==> config.mk <==
export PLATFORM = sky130hd
export DESIGN_NAME = fmac_regs
export DESIGN_NICKNAME = d
export VERILOG_FILES = /design/src/rtl/fmac_pkg.sv /design/src/rtl/fmac_regs.sv
export SDC_FILE = /design/constraint.sdc
export NUM_CORES = 1
export LEC_CHECK = 0
export BUFFER_PORTS_ARGS = -buffer_cell sky130_fd_sc_hd__buf_2
export CORE_MARGIN = 5
export CORE_UTILIZATION = 44
export CTS_BUF_LIST = sky130_fd_sc_hd__clkbuf_8
export CTS_CLUSTER_DIAMETER = 120
export DETAILED_ROUTE_END_ITERATION = 8
export HOLD_SLACK_MARGIN = 0.05
export PLACE_DENSITY = 0.78
export SYNTH_ARGS = -nofsm -noshare
export SYNTH_HDL_FRONTEND = slang
export SYNTH_SLANG_ARGS = --single-unit
==> constraint.sdc <==
create_clock -name mclk_i -period 1.95 [get_ports mclk_i]
set_clock_uncertainty 0.15 [all_clocks]
set_input_delay 0.39 -clock mclk_i [delete_from_list [all_inputs] [get_ports mclk_i]]
set_output_delay 0.39 -clock mclk_i [all_outputs]
set_load 0.01 [all_outputs]
==> src/rtl/fmac_pkg.sv <==
// Package for the fault mask and ADC control register bank.
package fmac_pkg;

  // Register offsets within the charger register map.
  localparam logic [7:0] FMAC_OFS_MASK_A   = 8'h2C;
  localparam logic [7:0] FMAC_OFS_MASK_B   = 8'h2D;
  localparam logic [7:0] FMAC_OFS_ADC_CTRL = 8'h2E;

  // Values after reset.
  localparam logic [7:0] FMAC_RST_MASK_A   = 8'h00;
  localparam logic [7:0] FMAC_RST_MASK_B   = 8'h00;
  localparam logic [7:0] FMAC_RST_ADC_CTRL = 8'h30;

  // Writable bits of the second mask register; bits 1 and 0 are reserved and read zero.
  localparam logic [7:0] FMAC_WMASK_MASK_B = 8'hFC;

  // Field positions in the first fault mask register.
  localparam int FMAC_BIT_BATT_CUR_REG = 7;
  localparam int FMAC_BIT_IN_BUS_OVP   = 6;
  localparam int FMAC_BIT_BATT_OVP     = 5;
  localparam int FMAC_BIT_IN_OCP       = 4;
  localparam int FMAC_BIT_BATT_OCP     = 3;
  localparam int FMAC_BIT_CONV_OCP     = 2;
  localparam int FMAC_BIT_IN2_OVP      = 1;
  localparam int FMAC_BIT_IN1_OVP      = 0;

  // Field positions in the second fault mask register.
  localparam int FMAC_BIT_SYS_SHORT    = 7;
  localparam int FMAC_BIT_SYS_OVP      = 6;
  localparam int FMAC_BIT_REV_OVP      = 5;
  localparam int FMAC_BIT_REV_UVP      = 4;
  localparam int FMAC_BIT_TSHUT        = 2;

  // Field positions in the ADC control register.
  localparam int FMAC_BIT_ADC_ENABLE   = 7;
  localparam int FMAC_BIT_ONE_SHOT     = 6;
  localparam int FMAC_BIT_SPEED_HI     = 5;
  localparam int FMAC_BIT_SPEED_LO     = 4;
  localparam int FMAC_BIT_RUN_AVG      = 3;
  localparam int FMAC_BIT_AVG_SEED     = 2;

  // Effective resolution for speed code zero; each step up drops one bit.
  localparam logic [3:0] FMAC_RES_BASE = 4'hF;

  // Register access strobe bundle from the serial interface.
  typedef struct packed {
    logic       wr;
    logic       rd;
    logic [7:0] addr;
    logic [7:0] wdata;
  } fmac_reg_req_type;

  // Decoded ADC settings handed to the converter.
  typedef struct packed {
    logic       enable;
    logic       one_shot;
    logic [1:0] speed;
    logic [3:0] resolution;
    logic       running_average;
    logic       average_seed;
  } fmac_adc_cfg_type;

  // Conversion states of the converter: idle and busy.
  typedef enum { FMAC_CONV_IDLE, FMAC_CONV_BUSY } fmac_conv_state_type;

endpackage

==> src/rtl/fmac_regs.sv <==
// Fault interrupt mask registers and ADC control register with interrupt gating.
`timescale 1ns/1ps
`default_nettype none

// Notes on behaviour
// - Battery current regulation change pulses unless bit7 set.
// - Input bus over-voltage entry interrupts unless masked.
// - Battery over-voltage entry interrupts unless masked.
// - Input over-current fault interrupts unless masked.
// - Battery over-current fault interrupts unless masked.
// - Converter over-current fault interrupts unless masked.
// - Second input over-voltage entry interrupts unless masked.
// - First input over-voltage entry interrupts unless masked.
// - System short fault interrupts unless masked.
// - System over-voltage fault interrupts unless masked.
// - Reverse output over-voltage interrupts unless masked.
// - Reverse output under-voltage interrupts unless masked.
// - Thermal shutdown interrupts unless masked; reserved bits zero.
// - ADC enable bit, reset value zero.
// - Rate bit: continuous or one-shot conversion.
// - Speed field selects resolution 15 to 12.
// - Select single result or running average.
// - Select average seed: held or fresh.
// - Conversion-done interrupt only in one-shot mode.
module fmac_regs
  import fmac_pkg::*;
#(
  parameter int EVENT_COUNT = 13
) (
  // Clock and reset.
  input  wire logic             mclk_i,
  input  wire logic             reset_n_i,
  // Extra register resets: register-reset command and watchdog expiry.
  input  wire logic             reg_reset_i,
  input  wire logic             watchdog_reset_i,
  // Register access from the serial interface.
  input  wire fmac_reg_req_type reg_req_i,
  output logic [7:0]            reg_rdata_o,
  output logic                  reg_hit_o,
  // Fault event pulses from the detectors.
  input  wire logic             batt_cur_reg_change_i,
  input  wire logic             in_bus_ovp_enter_i,
  input  wire logic             batt_ovp_enter_i,
  input  wire logic             in_ocp_fault_i,
  input  wire logic             batt_ocp_fault_i,
  input  wire logic             conv_ocp_fault_i,
  input  wire logic             in2_ovp_enter_i,
  input  wire logic             in1_ovp_enter_i,
  input  wire logic             sys_short_fault_i,
  input  wire logic             sys_ovp_fault_i,
  input  wire logic             rev_ovp_fault_i,
  input  wire logic             rev_uvp_fault_i,
  input  wire logic             tshut_event_i,
  // ADC conversion-done event and its mask, held elsewhere.
  input  wire logic             adc_done_i,
  input  wire logic             adc_done_irq_block_i,
  // Decoded ADC settings and the interrupt pulse.
  output fmac_adc_cfg_type      adc_cfg_o,
  output logic                  irq_pulse_o,
  // Unmasked event copy so detection status is never hidden by masks.
  output logic [12:0]           fault_event_o
);

  // The event vector is fixed by the two mask registers; refuse other sizes.
  if (EVENT_COUNT != 13) begin : g_bad_count
    $error("EVENT_COUNT must be 13");
  end

  // Register storage.
  logic [7:0] mask_a_q;
  logic [7:0] mask_a_d;
  logic [7:0] mask_b_q;
  logic [7:0] mask_b_d;
  logic [7:0] adc_ctrl_q;
  logic [7:0] adc_ctrl_d;
  logic       irq_q;
  logic       irq_d;

  // Write strobes decoded from the address.
  wire        wr_a   = reg_req_i.wr && (reg_req_i.addr == FMAC_OFS_MASK_A);
  wire        wr_b   = reg_req_i.wr && (reg_req_i.addr == FMAC_OFS_MASK_B);
  wire        wr_adc = reg_req_i.wr && (reg_req_i.addr == FMAC_OFS_ADC_CTRL);

  // Named fields of the first mask register.
  wire batt_current_reg_irq_block      = mask_a_q[FMAC_BIT_BATT_CUR_REG];
  wire input_bus_overvolt_irq_block    = mask_a_q[FMAC_BIT_IN_BUS_OVP];
  wire battery_overvolt_irq_block      = mask_a_q[FMAC_BIT_BATT_OVP];
  wire input_overcurrent_irq_block     = mask_a_q[FMAC_BIT_IN_OCP];
  wire battery_overcurrent_irq_block   = mask_a_q[FMAC_BIT_BATT_OCP];
  wire converter_overcurrent_irq_block = mask_a_q[FMAC_BIT_CONV_OCP];
  wire second_input_overvolt_irq_block = mask_a_q[FMAC_BIT_IN2_OVP];
  wire first_input_overvolt_irq_block  = mask_a_q[FMAC_BIT_IN1_OVP];

  // Named fields of the second mask register.
  wire system_short_irq_block          = mask_b_q[FMAC_BIT_SYS_SHORT];
  wire system_overvolt_irq_block       = mask_b_q[FMAC_BIT_SYS_OVP];
  wire reverse_out_overvolt_irq_block  = mask_b_q[FMAC_BIT_REV_OVP];
  wire reverse_out_undervolt_irq_block = mask_b_q[FMAC_BIT_REV_UVP];
  wire thermal_shutdown_irq_block      = mask_b_q[FMAC_BIT_TSHUT];

  // Named fields of the ADC control register.
  wire       adc_enable             = adc_ctrl_q[FMAC_BIT_ADC_ENABLE];
  wire       adc_one_shot           = adc_ctrl_q[FMAC_BIT_ONE_SHOT];
  wire [1:0] adc_speed              = adc_ctrl_q[FMAC_BIT_SPEED_HI:FMAC_BIT_SPEED_LO];
  wire       running_average_select = adc_ctrl_q[FMAC_BIT_RUN_AVG];
  wire       average_seed_select    = adc_ctrl_q[FMAC_BIT_AVG_SEED];

  // Each event passes only while its block bit is clear.
  wire g_r1  = batt_cur_reg_change_i & ~batt_current_reg_irq_block;
  wire g_r2  = in_bus_ovp_enter_i    & ~input_bus_overvolt_irq_block;
  wire g_r3  = batt_ovp_enter_i      & ~battery_overvolt_irq_block;
  wire g_r4  = in_ocp_fault_i        & ~input_overcurrent_irq_block;
  wire g_r5  = batt_ocp_fault_i      & ~battery_overcurrent_irq_block;
  wire g_r6  = conv_ocp_fault_i      & ~converter_overcurrent_irq_block;
  wire g_r7  = in2_ovp_enter_i       & ~second_input_overvolt_irq_block;
  wire g_r8  = in1_ovp_enter_i       & ~first_input_overvolt_irq_block;
  wire g_r9  = sys_short_fault_i     & ~system_short_irq_block;
  wire g_r10 = sys_ovp_fault_i       & ~system_overvolt_irq_block;
  wire g_r11 = rev_ovp_fault_i       & ~reverse_out_overvolt_irq_block;
  wire g_r12 = rev_uvp_fault_i       & ~reverse_out_undervolt_irq_block;
  wire g_r13 = tshut_event_i         & ~thermal_shutdown_irq_block;

  // Conversion-done counts only in one-shot mode with the ADC enabled.
  wire g_done = adc_done_i & adc_enable & adc_one_shot & ~adc_done_irq_block_i;

  // Any unmasked event requests one interrupt pulse.
  wire any_event = g_r1 | g_r2 | g_r3 | g_r4 | g_r5 | g_r6 | g_r7 | g_r8 | g_r9 | g_r10
                 | g_r11 | g_r12 | g_r13 | g_done;

  // Read data selection; unmapped offsets read zero.
  wire        hit_any = (reg_req_i.addr == FMAC_OFS_MASK_A) || (reg_req_i.addr == FMAC_OFS_MASK_B)
                     || (reg_req_i.addr == FMAC_OFS_ADC_CTRL);
  wire [7:0]  rd_sel  = (reg_req_i.addr == FMAC_OFS_MASK_A)   ? mask_a_q :
                        (reg_req_i.addr == FMAC_OFS_MASK_B)   ? mask_b_q :
                        (reg_req_i.addr == FMAC_OFS_ADC_CTRL) ? adc_ctrl_q : 8'h00;

  // Next-state logic: register resets win over writes.
  always_comb begin
    mask_a_d   = mask_a_q;
    mask_b_d   = mask_b_q;
    adc_ctrl_d = adc_ctrl_q;
    if (wr_a) begin
      mask_a_d = reg_req_i.wdata;
    end
    if (wr_b) begin
      mask_b_d = reg_req_i.wdata & FMAC_WMASK_MASK_B;
    end
    if (wr_adc) begin
      adc_ctrl_d = reg_req_i.wdata;
    end
    if (watchdog_reset_i) begin
      // Watchdog expiry only turns the ADC off; other fields hold.
      adc_ctrl_d[FMAC_BIT_ADC_ENABLE] = 1'b0;
    end
    if (reg_reset_i) begin
      mask_a_d   = FMAC_RST_MASK_A;
      mask_b_d   = FMAC_RST_MASK_B;
      adc_ctrl_d = FMAC_RST_ADC_CTRL;
    end
    irq_d = any_event;
  end

  // Register update; the pulse is registered, so it follows the gated events one cycle later.
  always_ff @(posedge mclk_i) begin
    if (!reset_n_i) begin
      mask_a_q   <= FMAC_RST_MASK_A;
      mask_b_q   <= FMAC_RST_MASK_B;
      adc_ctrl_q <= FMAC_RST_ADC_CTRL;
      irq_q      <= 1'b0;
      reg_rdata_o <= 8'h00;
    end else begin
      mask_a_q   <= mask_a_d;
      mask_b_q   <= mask_b_d;
      adc_ctrl_q <= adc_ctrl_d;
      irq_q      <= irq_d;
      reg_rdata_o <= reg_req_i.rd ? rd_sel : 8'h00;
    end
  end

  // Handshake and decoded outputs.
  assign reg_hit_o   = (reg_req_i.rd || reg_req_i.wr) && hit_any;
  assign irq_pulse_o = irq_q;

  // Decoded ADC configuration; resolution is 15 minus the speed code.
  assign adc_cfg_o.enable          = adc_enable;
  assign adc_cfg_o.one_shot        = adc_one_shot;
  assign adc_cfg_o.speed           = adc_speed;
  assign adc_cfg_o.resolution      = FMAC_RES_BASE - {2'b00, adc_speed};
  assign adc_cfg_o.running_average = running_average_select;
  assign adc_cfg_o.average_seed    = average_seed_select;

  // Detection is passed on untouched by any mask.
  assign fault_event_o = {batt_cur_reg_change_i, in_bus_ovp_enter_i, batt_ovp_enter_i, in_ocp_fault_i,
                          batt_ocp_fault_i, conv_ocp_fault_i, in2_ovp_enter_i, in1_ovp_enter_i,
                          sys_short_fault_i, sys_ovp_fault_i, rev_ovp_fault_i, rev_uvp_fault_i,
                          tshut_event_i};

endmodule

`default_nettype wire

# Word level (Yosys, flattened, before mapping)
# Index checks and enable logic that the tools add are counted.
# W data, S select, Z words.
# totals
input_bits,37
word_cells,67
out_inout_bits,33
register_bits,31
# op_classes
muxes,3
n_bitwise,44
reduce_logical,10
n_eq_ne,3
addsub,1
# op_table
operator,count
$eq A8 B6 Y1 const B,3
$mux W8,3
$and A1 B1 Y1,16
$not A1 Y1,15
$or A1 B1 Y1,13
$logic_and A1 B1 Y1,4
$sub A1 B3 Y4 const A,1
$logic_or A1 B1 Y1,3
$reduce_or A3 Y1,1
$reduce_and A2 Y1,1
$reduce_or A2 Y1,1

# Longest topological paths before layout
# Gate-level depths: netlist of the first run.
# depth
word_depth,15
ltp_mapped,6
ltp_nobuf,4

# Worst setup path after synthesis of the first run
# OpenSTA, ideal clock, no wires.
# synth_timing
path_kind,input-to-reg
from,input reg_req_i[8] (netlist name)
to,register mask_a_q[1]
n_path_buf,2
stages,6
arrival_ns,1.648
path_slack_ns,0.023
required_ns,1.671
setup_time_ns,0.129
cell_sequence,buf_6 or3_4 or4_4 buf_6 mux2i_1 nor2_1
# synth_between
elab_chain_len,2
# synth_lines
item,line,text
start: declaration,fmac_regs.sv:37,"input wire fmac_reg_req_type reg_req_i,"
$eq A8 B6 Y1,fmac_regs.sv:80,wire wr_a = reg_req_i.wr && (reg_req_i.addr == FMAC_OFS_MASK_A);
$logic_and A1 B1 Y1,fmac_regs.sv:80,
end signal: assignment,fmac_regs.sv:172,mask_a_q <= mask_a_d;
end: declaration,fmac_regs.sv:70,logic [7:0] mask_a_q;
# No other way between the ends.
# A chain may end at the register's enable or synchronous reset.

# Worst setup path in the final report of the first run
# layout_timing
from,input reg_req_i[12] (netlist name)
to,output reg_hit_o
# layout_between
elab_chain_len,4
word_cells_on_any_way,6
classes_between,eq/ne (3); reduce/logical (3)
# layout_lines
item,line,text
$eq A8 B6 Y1,fmac_regs.sv:131,wire hit_any = (reg_req_i.addr == FMAC_OFS_MASK_A) || (reg_req_i.addr == FMAC_OFS_MASK_B)
$logic_or A1 B1 Y1,fmac_regs.sv:131,
$logic_or A1 B1 Y1 (*),fmac_regs.sv:132,|| (reg_req_i.addr == FMAC_OFS_ADC_CTRL);
$logic_and A1 B1 Y1 (*),fmac_regs.sv:181,assign reg_hit_o = (reg_req_i.rd || reg_req_i.wr) && hit_any;
end: declaration,fmac_regs.sv:39,"output logic reg_hit_o,"
# Mark *: on every way between the ends. The rest lies on a longest branch, timed or not.

==> summary.md, run 1 <==
Most common cell after layout, fill and taps aside: sky130_fd_sc_hd__buf_2. The net total in the final layout is 266. The critical path endpoint category was a primary output. The worst hold path belongs to the class in -> reg.

Summing the areas of all compound-gate instances in the mapped netlist gives 9.03% of the synthesized area. The area growth from synthesis to layout is 23.5%. The number of antenna diodes in the final layout is 0. Detailed routing inserted a total of 1326 vias. The run gives 0 ps as the sum of negative setup slack.

In this run the number of H-tree levels came out at 2. Setup violations remaining at the end of the flow were counted as 0. In this run the post-CTS setup repair buffer count came out at 0. In this run the tool buffered the top-level ports with 67 buffer cells. After synthesis, the share of flip-flops with an asynchronous set or reset is 0%.

The logs give 0 for the initial antenna violation count and 2 for the maximum clock path buffer count. In the synthesized netlist the dominant register cell turns out to be sky130_fd_sc_hd__dfxtp_1. The internal power summed over all cells was 0.00101 W; the post-detailed-route DRC marker count was 0.

The die is 69.9 microns tall. The logs give 48.6% for the part of the power in registers and 0.314 mV for the highest ir drop seen on vdd. For the finished layout, the period the worst path requires is 1780 ps.

The total area inside the core boundary comes to 3420 sq um. For this design the static power due to leakage is 0.936 nW. The critical path is of the in -> out type. The total I/O pin count is 70, and the worst path arrival time is 1240 ps. The top cell types in the final layout, fill and taps aside, are 67 x sky130_fd_sc_hd__buf_2, 31 x sky130_fd_sc_hd__dfxtp_1, 24 x sky130_fd_sc_hd__nor2_1. The area share of the largest cell type after synthesis was 39.3%. The tree built by TritonCTS fans out to 31 sinks. Summed over all nets, the switching power comes to 0.000297 W. Entering global routing, the biggest net connects 15 pins. Summed over all nets, the half-perimeter wirelength after detailed placement is 2950 microns. For the data required time at the worst endpoint, the log shows 1410 ps. The first detailed-routing pass ran for 4 iterations. The flow ran to the end, and the final reports show no timing, DRC or antenna violations.

The detailed-route vias per instance came out at 4.80. After synthesis the netlist holds a flip-flop and latch count of 31. The clock transition at the registers of the reported paths is 60 ps, and the multiplexer share of the synthesized area is 13.9%. After clock tree synthesis, the flow added hold-fix buffers numbering 0. In this run the mean area of a mapped cell was 9.02 sq um.

Number of clock buffers inserted by TritonCTS: 5. The share of cells above drive strength 1 came out at 39.6%. After synthesis, the largest family of logic cells by area is simple AND/OR/NAND/NOR gates.

Cell area after layout: 1950 sq um. The full die area was 4890 sq um; the number of instances in the synthesized netlist was 175. Across every metal layer, demand over resource in global routing totals 16.3%. The count of endpoints failing hold in the final timing report was 0; the combinational fraction of design power was 9.7%.

Power spread over the standard cell area amounts to 671 nW/um^2. Based on the critical path, the design can be clocked at up to 562 MHz. The design draws 0.00131 W. Setup repair after global routing left no endpoint under its margin. The worst hold path depth came out at 2. Sequential elements use 39.3% of the synthesized area. The effective utilization at floorplan was 46.2%.

Summing the areas of all and, or, nand and nor instances in the mapped netlist gives 20.1% of the synthesized area. Top cell type by total area after synthesis: sky130_fd_sc_hd__dfxtp_1. The final max-slew violation count is 0, and the via count of the first global-routing pass is 1303. The placed instances occupy a cell area of 1850 sq um. The tools report the summed instance area of the synthesized netlist as 1580 sq um.

The tools report the number of core rows as 21. Summed over all layers, the global routing overflow is 0. The worst setup path is launched from an input pin. The tools report the global-route wire length before repair as 6240 microns.

Net switching is 22.7% of the power. The highest net fanout along the worst path came out at 6. The utilization after layout came out at 57.1%. The fraction of synthesized cell area in xor and xnor cells was 0%; the number of DRC markers after the initial detailed-route iteration was 54. The logs give 290 ps for the later-pin clock latency in the skew report and 0 for the number of max-cap violations.

The tools report the number of fill cells as 316. Ranked by total cell area, the synthesized netlist is headed by sky130_fd_sc_hd__dfxtp_1 39%, sky130_fd_sc_hd__mux2i_1 14%, sky130_fd_sc_hd__buf_4 10%, sky130_fd_sc_hd__nor2_1 5.7%, sky130_fd_sc_hd__inv_1 4.3%. The post-synthesis adder-cell area fraction is 0%. Summed over all layers, the routed wires come to 3730 microns. After detailed routing, the average wire length per cell comes to 13.5 microns.

The Yosys step of the flow raised 0 warnings. The cell depth of the worst flop-to-flop path came out at 3. TritonCTS built the clock tree. The count of nets left with antenna violations once routing finished came out at 0. The library cell used as clock root buffer was sky130_fd_sc_hd__clkbuf_8. The clock share of power was 41.7%. The weighted congestion at the end of routability-driven global placement is 0.798, and the width of the chip is 69.9 microns. Dividing the final minimum period by the clock period gives 91.2%. Gates resized during post-CTS repair numbered 0. After synthesis, the netlist uses 33 different library cells. Yosys mapped a number of flops with a built-in enable equal to 0.
path summary, 6_finish.rpt:
path | end | from | slack, ps
worst min register to register | mask_b_q[3]$_SDFFE_PP0P_ | mask_b_q[3]$_SDFFE_PP0P_ | 350
worst max-delay path | reg_hit_o | reg_req_i[12] | 170
worst max register to register | irq_pulse_o$_SDFF_PN0_ | mask_a_q[5]$_SDFFE_PP0P_ | 670
worst min-delay path | adc_ctrl_q[7]$_SDFFE_PP0P_ | watchdog_reset_i | 110
flip-flops by register name, summed over array words and instances (netlist names):
signal,count
mask_a_q,8
irq_pulse_o,1
mask_b_q,6
adc_ctrl_q,8
reg_rdata_o,8
cells in the mapped netlist (2+ instances only):
library cell,count
sky130_fd_sc_hd__mux2i_1,22
sky130_fd_sc_hd__a21oi_1,2
sky130_fd_sc_hd__buf_4,21
sky130_fd_sc_hd__dfxtp_1,31
sky130_fd_sc_hd__nor3_1,5
sky130_fd_sc_hd__o22ai_1,3
sky130_fd_sc_hd__o21a_1,3
sky130_fd_sc_hd__nor2_1,24
sky130_fd_sc_hd__nor2b_1,3
sky130_fd_sc_hd__clkbuf_1,7
sky130_fd_sc_hd__buf_6,2
sky130_fd_sc_hd__inv_1,18
sky130_fd_sc_hd__a221oi_1,4
sky130_fd_sc_hd__a2111oi_0,3
sky130_fd_sc_hd__nand2b_1,7
sky130_fd_sc_hd__nand2_1,3
worst max-delay path: stages:
cell and delay [ps]:
sky130_fd_sc_hd__buf_2 100, sky130_fd_sc_hd__nand4b_4 150, sky130_fd_sc_hd__buf_4 170, sky130_fd_sc_hd__nor4_1 240, sky130_fd_sc_hd__buf_2 190
per-stage QoR:
step / cells / hold WS, ps / setup slack [ps]
after floorplan: 176 / 310 / 23.5
after global placement: 268 / 328 / -17.6
after detailed placement: 268 / 339 / -128
after CTS: 276 / 97.9 / 178
after global routing: 276 / 93.0 / 46.2
final: 276 / 109 / 172
kinds of logic (layout without fill, tap and decap cells):
| group | after synthesis | in the layout |
|---|---|---|
| other cells | 1 | 2 |
| buf+inv | 48 | 102 |
| simple gates | 54 | 54 |
| mux | 22 | 22 |
| compound gates | 19 | 19 |
| flops | 31 | 31 |
layer usage:
| layer | global-route usage (%) | vias to the layer above | wire length (microns) |
|---|---|---|---|
| met5 | 0 | - | 0 |
| met4 | 7.02 | 0 | 66 |
| met3 | 7.03 | 6 | 286 |
| met2 | 26.0 | 42 | 1850 |
| met1 | 19.0 | 606 | 1530 |
| li1 | - | 672 | - |
cell type report:
type | count | area [sq um] | area share (%)
Clock buffer | 7 | 96.3 | 4.94
Clock inverter | 1 | 3.75 | 0.193
Inverter | 18 | 67.6 | 3.47
Multi-Input combinational cell | 97 | 688 | 35.3
Sequential cell | 31 | 621 | 31.8
Tap cell | 46 | 57.6 | 2.95
Timing Repair Buffer | 76 | 415 | 21.3
power by group through the flow:
stage                     registers (W)  clock network, W  logic (W)
after floorplan                0.000650                 0  0.0000732
after global placement         0.000649                 0   0.000125
after detailed placement       0.000649                 0   0.000127
after CTS                      0.000635          0.000561   0.000128
after global routing           0.000635          0.000591   0.000140
final                          0.000635          0.000545   0.000127
(Power assumes the default switching activity.)
==> inputs of run 2 (changes only) <==
Settings changed: CORE_UTILIZATION 44 to 45, PLACE_DENSITY 0.78 to 0.77.
Clock period 1.95 ns to 2 ns, I/O delays scaled along.
==> run 2 against run 1 <==
Against the previous run:
- combinational power down 5%
- largest power group unchanged
- core utilization shrank 0.60 points
- register-to-register slack better by 100 ps
- sequential cell count is the same
- total power shrank 11%
- critical path depth stayed put
- non-clock buffer count down 3
- sequential share of layout area increased by 0.84 points
==> summary.md, run 2 (synthesized netlist as in run 1, its figures left out) <==
The run finished with clean final reports. The met1 track demand over resource in global routing was 18.5% (was 19.0%); the hold-fix buffer count after cts was 0 (unchanged). The slowest cell on the critical path was sky130_fd_sc_hd__nor4_1 (unchanged). The worst setup path endpoint is reg_hit_o (unchanged). The total stage count of the critical path is 5 (unchanged), and the total I/O pin count is 70 (unchanged).

Cell repeated most along the worst path: sky130_fd_sc_hd__buf_2 (unchanged). The run gives 270 ps (was 290 ps) as the later-pin clock latency in the skew report. Wire length per cell after detailed routing: 13.7 microns (was 13.5 microns). The final max-slew violation count is 0 (unchanged), and the highest net fanout along the worst path is 6 (unchanged).

After layout, the worst path uses 88.3% of the clock period. The tools report the placeable core region as 3360 sq um (was 3420 sq um). The number of fill cells came out at 354 (was 316).

The total power draw was 0.00117 W (was 0.00131 W); the final-report setup violation count was 0 (unchanged). The overall die height works out to 69.2 microns (was 69.9 microns). The register area is 621 sq um (unchanged). The data required time at the worst endpoint was 1450 ps (was 1410 ps); the net total in the final layout was 263 (was 266). The number of input and output port buffers inserted came out at 67 (unchanged). Cells along the critical path: buf_2, nand4b_4, buf_4, nor4_1, buf_2 (unchanged). The run gives 15.7% (was 16.3%) as the global-route usage over all layers. The logs give 0 (unchanged) for the number of antenna repair diodes and 5 (unchanged) for the number of clock buffers inserted by TritonCTS.

Largest registers in the final layout: adc_ctrl_q x8, mask_a_q x8, reg_rdata_o x8 (unchanged). The reg-to-reg setup timing slack was 770 ps (was 670 ps). The run gives 0.806 (was 0.798) as the weighted congestion at the end of routability-driven global placement.

Most used routing layer: met2 (unchanged). The cell area after layout is 1900 sq um (was 1950 sq um). The tools report the library cell used as clock root buffer as sky130_fd_sc_hd__clkbuf_8 (unchanged).

The power density normalized to cell area was 615 nW/um^2 (was 671 nW/um^2); the clock share of power was 36.7% (was 41.7%). The detailed-route vias per instance came out at 4.98 (was 4.80). For this run, the top clock speed supported by timing is 567 MHz. The delay of the slowest cell on the worst path is 220 ps (was 240 ps), and the count of antenna-violating nets left after detailed routing is 0 (unchanged).

The run gives 2940 microns (was 2950 microns) as the post-DP HPWL. The run gives 0 (unchanged) as the initial antenna violation count. The width of the chip was 69.2 microns (was 69.9 microns). The clock transition at the registers of the reported paths is 60 ps (about the same), and the sum of overflow across all layers after global routing is 0 (unchanged). TritonCTS built the clock tree. The number of buffer and inverter instances along the worst setup path came out at 3 (unchanged). For the effective utilization at floorplan, the log shows 46.9% (was 46.2%). The number of DRC markers after the initial detailed-route iteration came out at 55 (was 54).

Number of max-cap violations: 0 (unchanged). The combined area of the multi-input logic cells came out at 688 sq um (unchanged). For the count of clock tree sinks, the log shows 31 (unchanged).

The switching share of total power was 22.9% (was 22.7%); the met3 global-route usage was 4.93% (was 7.03%). The logs give 1349 (was 1326) for the overall via count from detail_route and 0.908 nW (was 0.936 nW) for the standby leakage power. The worst hold-check path type is in -> reg (unchanged).

The logs give 0.000901 W (was 0.00101 W) for the internal power summed over all cells and 21 (unchanged) for the number of core rows. For the highest ir drop seen on vdd, the log shows 0.344 mV (was 0.314 mV). The logs give 1220 ps (was 1240 ps) for the worst path arrival time and 3720 microns (was 3730 microns) for the post-detailed-routing wire length. The utilization after layout was 56.5% (was 57.1%); the sum of negative setup slack was 0 ps (unchanged). The post-detailed-route DRC marker count is 0 (unchanged). The cell depth of the worst flop-to-flop path came out at 4 (was 3).

Launching instance or port of the critical path: reg_req_i[12] (unchanged). The count of cells resized by post-cts repair is 0 (unchanged), and the met2 usage in global routing is 26.8% (was 26.0%). The net switching component of the power came out at 0.000268 W (was 0.000297 W). The family with the most delay on the worst path was buffers and inverters (unchanged). The placed instance count is 265 (was 268), and the share of cells above drive strength 1 is 38.2% (was 39.6%).

The part of the power in registers is 53.0% (was 48.6%), and the count of endpoints failing hold in the final timing report is 0 (unchanged). The tools report the final non-filler cell total as 271 (was 276). Most common cell after layout, fill and taps aside: sky130_fd_sc_hd__buf_2 (unchanged). The critical path class was in -> out (unchanged). Setup repair after global routing left no endpoint under its margin. The area growth from synthesis to final layout was 20.3% (was 23.5%); the full die area was 4790 sq um (was 4890 sq um). Top library cells by usage in the layout, fill and taps aside: 67 x sky130_fd_sc_hd__buf_2, 31 x sky130_fd_sc_hd__dfxtp_1, 24 x sky130_fd_sc_hd__nor2_1 (unchanged). The CTS H-tree depth was 2 (unchanged); the via count of the first global-routing pass was 1340 (was 1303). The worst flop-to-flop path endpoint is irq_pulse_o$_SDFF_PN0_ (unchanged). The combinational fraction of design power is 10.3% (was 9.7%). The tools report the startpoint class of the critical path as an input pin (unchanged).

The tools report the total cell area at the placement stage as 1830 sq um (was 1850 sq um). Final critical path time including I/O delays and setup: 1770 ps. For the global-route wire length before repair, the log shows 6130 microns (was 6240 microns). The launching point of the worst reg2reg path was adc_ctrl_q[7]$_SDFFE_PP0P_ (was mask_a_q[5]$_SDFFE_PP0P_). The first-pass iteration count of the detailed router was 4 (unchanged); the largest net degree at the start of global routing was 17 (was 15). Buffers inserted during post-CTS setup optimization: 0 (unchanged).

The critical path endpoint category is a primary output (unchanged). For the maximum clock path buffer count, the log shows 2 (unchanged).
## run 2: layout make-up
| cell class | count | area share, % |
|---|---|---|
| repair buffers | 73 | 20.7 |
| clock buffers | 5 | 3.62 |
| multi-input cells | 97 | 36.2 |
| inverters | 18 | 3.56 |
| well taps | 46 | 3.03 |
| flip-flops and latches | 31 | 32.7 |
| clock inverters | 1 | 0.198 |
## run 2: metal layers
| metal | up-vias | wire length [microns] | part of all wire [%] |
|---|---|---|---|
| li1 | 667 | - | - |
| met4 | 0 | 41 | 1.1 |
| met1 | 634 | 1580 | 42 |
| met3 | 6 | 225 | 6.0 |
| met5 | - | 0 | 0 |
| met2 | 42 | 1880 | 50 |
## run 2: worst min-delay path by stage
stage	startpoint	end	slack (ps)	cells after the start
after floorplan	adc_ctrl_q[0]$_SDFFE_PP0P_	adc_ctrl_q[0]$_SDFFE_PP0P_	310	2
after global placement	adc_ctrl_q[0]$_SDFFE_PP0P_	adc_ctrl_q[0]$_SDFFE_PP0P_	330	2
after detailed placement	adc_ctrl_q[0]$_SDFFE_PP0P_	adc_ctrl_q[0]$_SDFFE_PP0P_	340	2
after CTS	watchdog_reset_i	adc_ctrl_q[7]$_SDFFE_PP0P_	130	2
after global routing	watchdog_reset_i	adc_ctrl_q[7]$_SDFFE_PP0P_	120	2
final	watchdog_reset_i	adc_ctrl_q[7]$_SDFFE_PP0P_	130	2
## run 2: worst register-to-register path, cell delays in order (launching register included)
cell,delay [ps]
sky130_fd_sc_hd__dfxtp_1,340
sky130_fd_sc_hd__nand4b_1,120
sky130_fd_sc_hd__o221ai_1,110
sky130_fd_sc_hd__nor3_1,250
sky130_fd_sc_hd__a31oi_1,120
## run 2: per-stage QoR
stage	setup slack [ps]	hold WS, ps
6_report	235	134
5_1_grt	167	124
4_1_cts	221	125
3_5_place_dp	1.08	338
3_3_place_gp	33.1	329
2_1_floorplan	63.5	310
## run 2: power groups by stage
| stage | registers, W | logic, W | clock network, W |
|---|---|---|---|
| after CTS | 0.000619 | 0.000122 | 0.000440 |
| after global placement | 0.000633 | 0.000120 | 0 |
| after floorplan | 0.000634 | 0.0000713 | 0 |
| final | 0.000619 | 0.000121 | 0.000428 |
| after detailed placement | 0.000633 | 0.000121 | 0 |
| after global routing | 0.000619 | 0.000133 | 0.000462 |
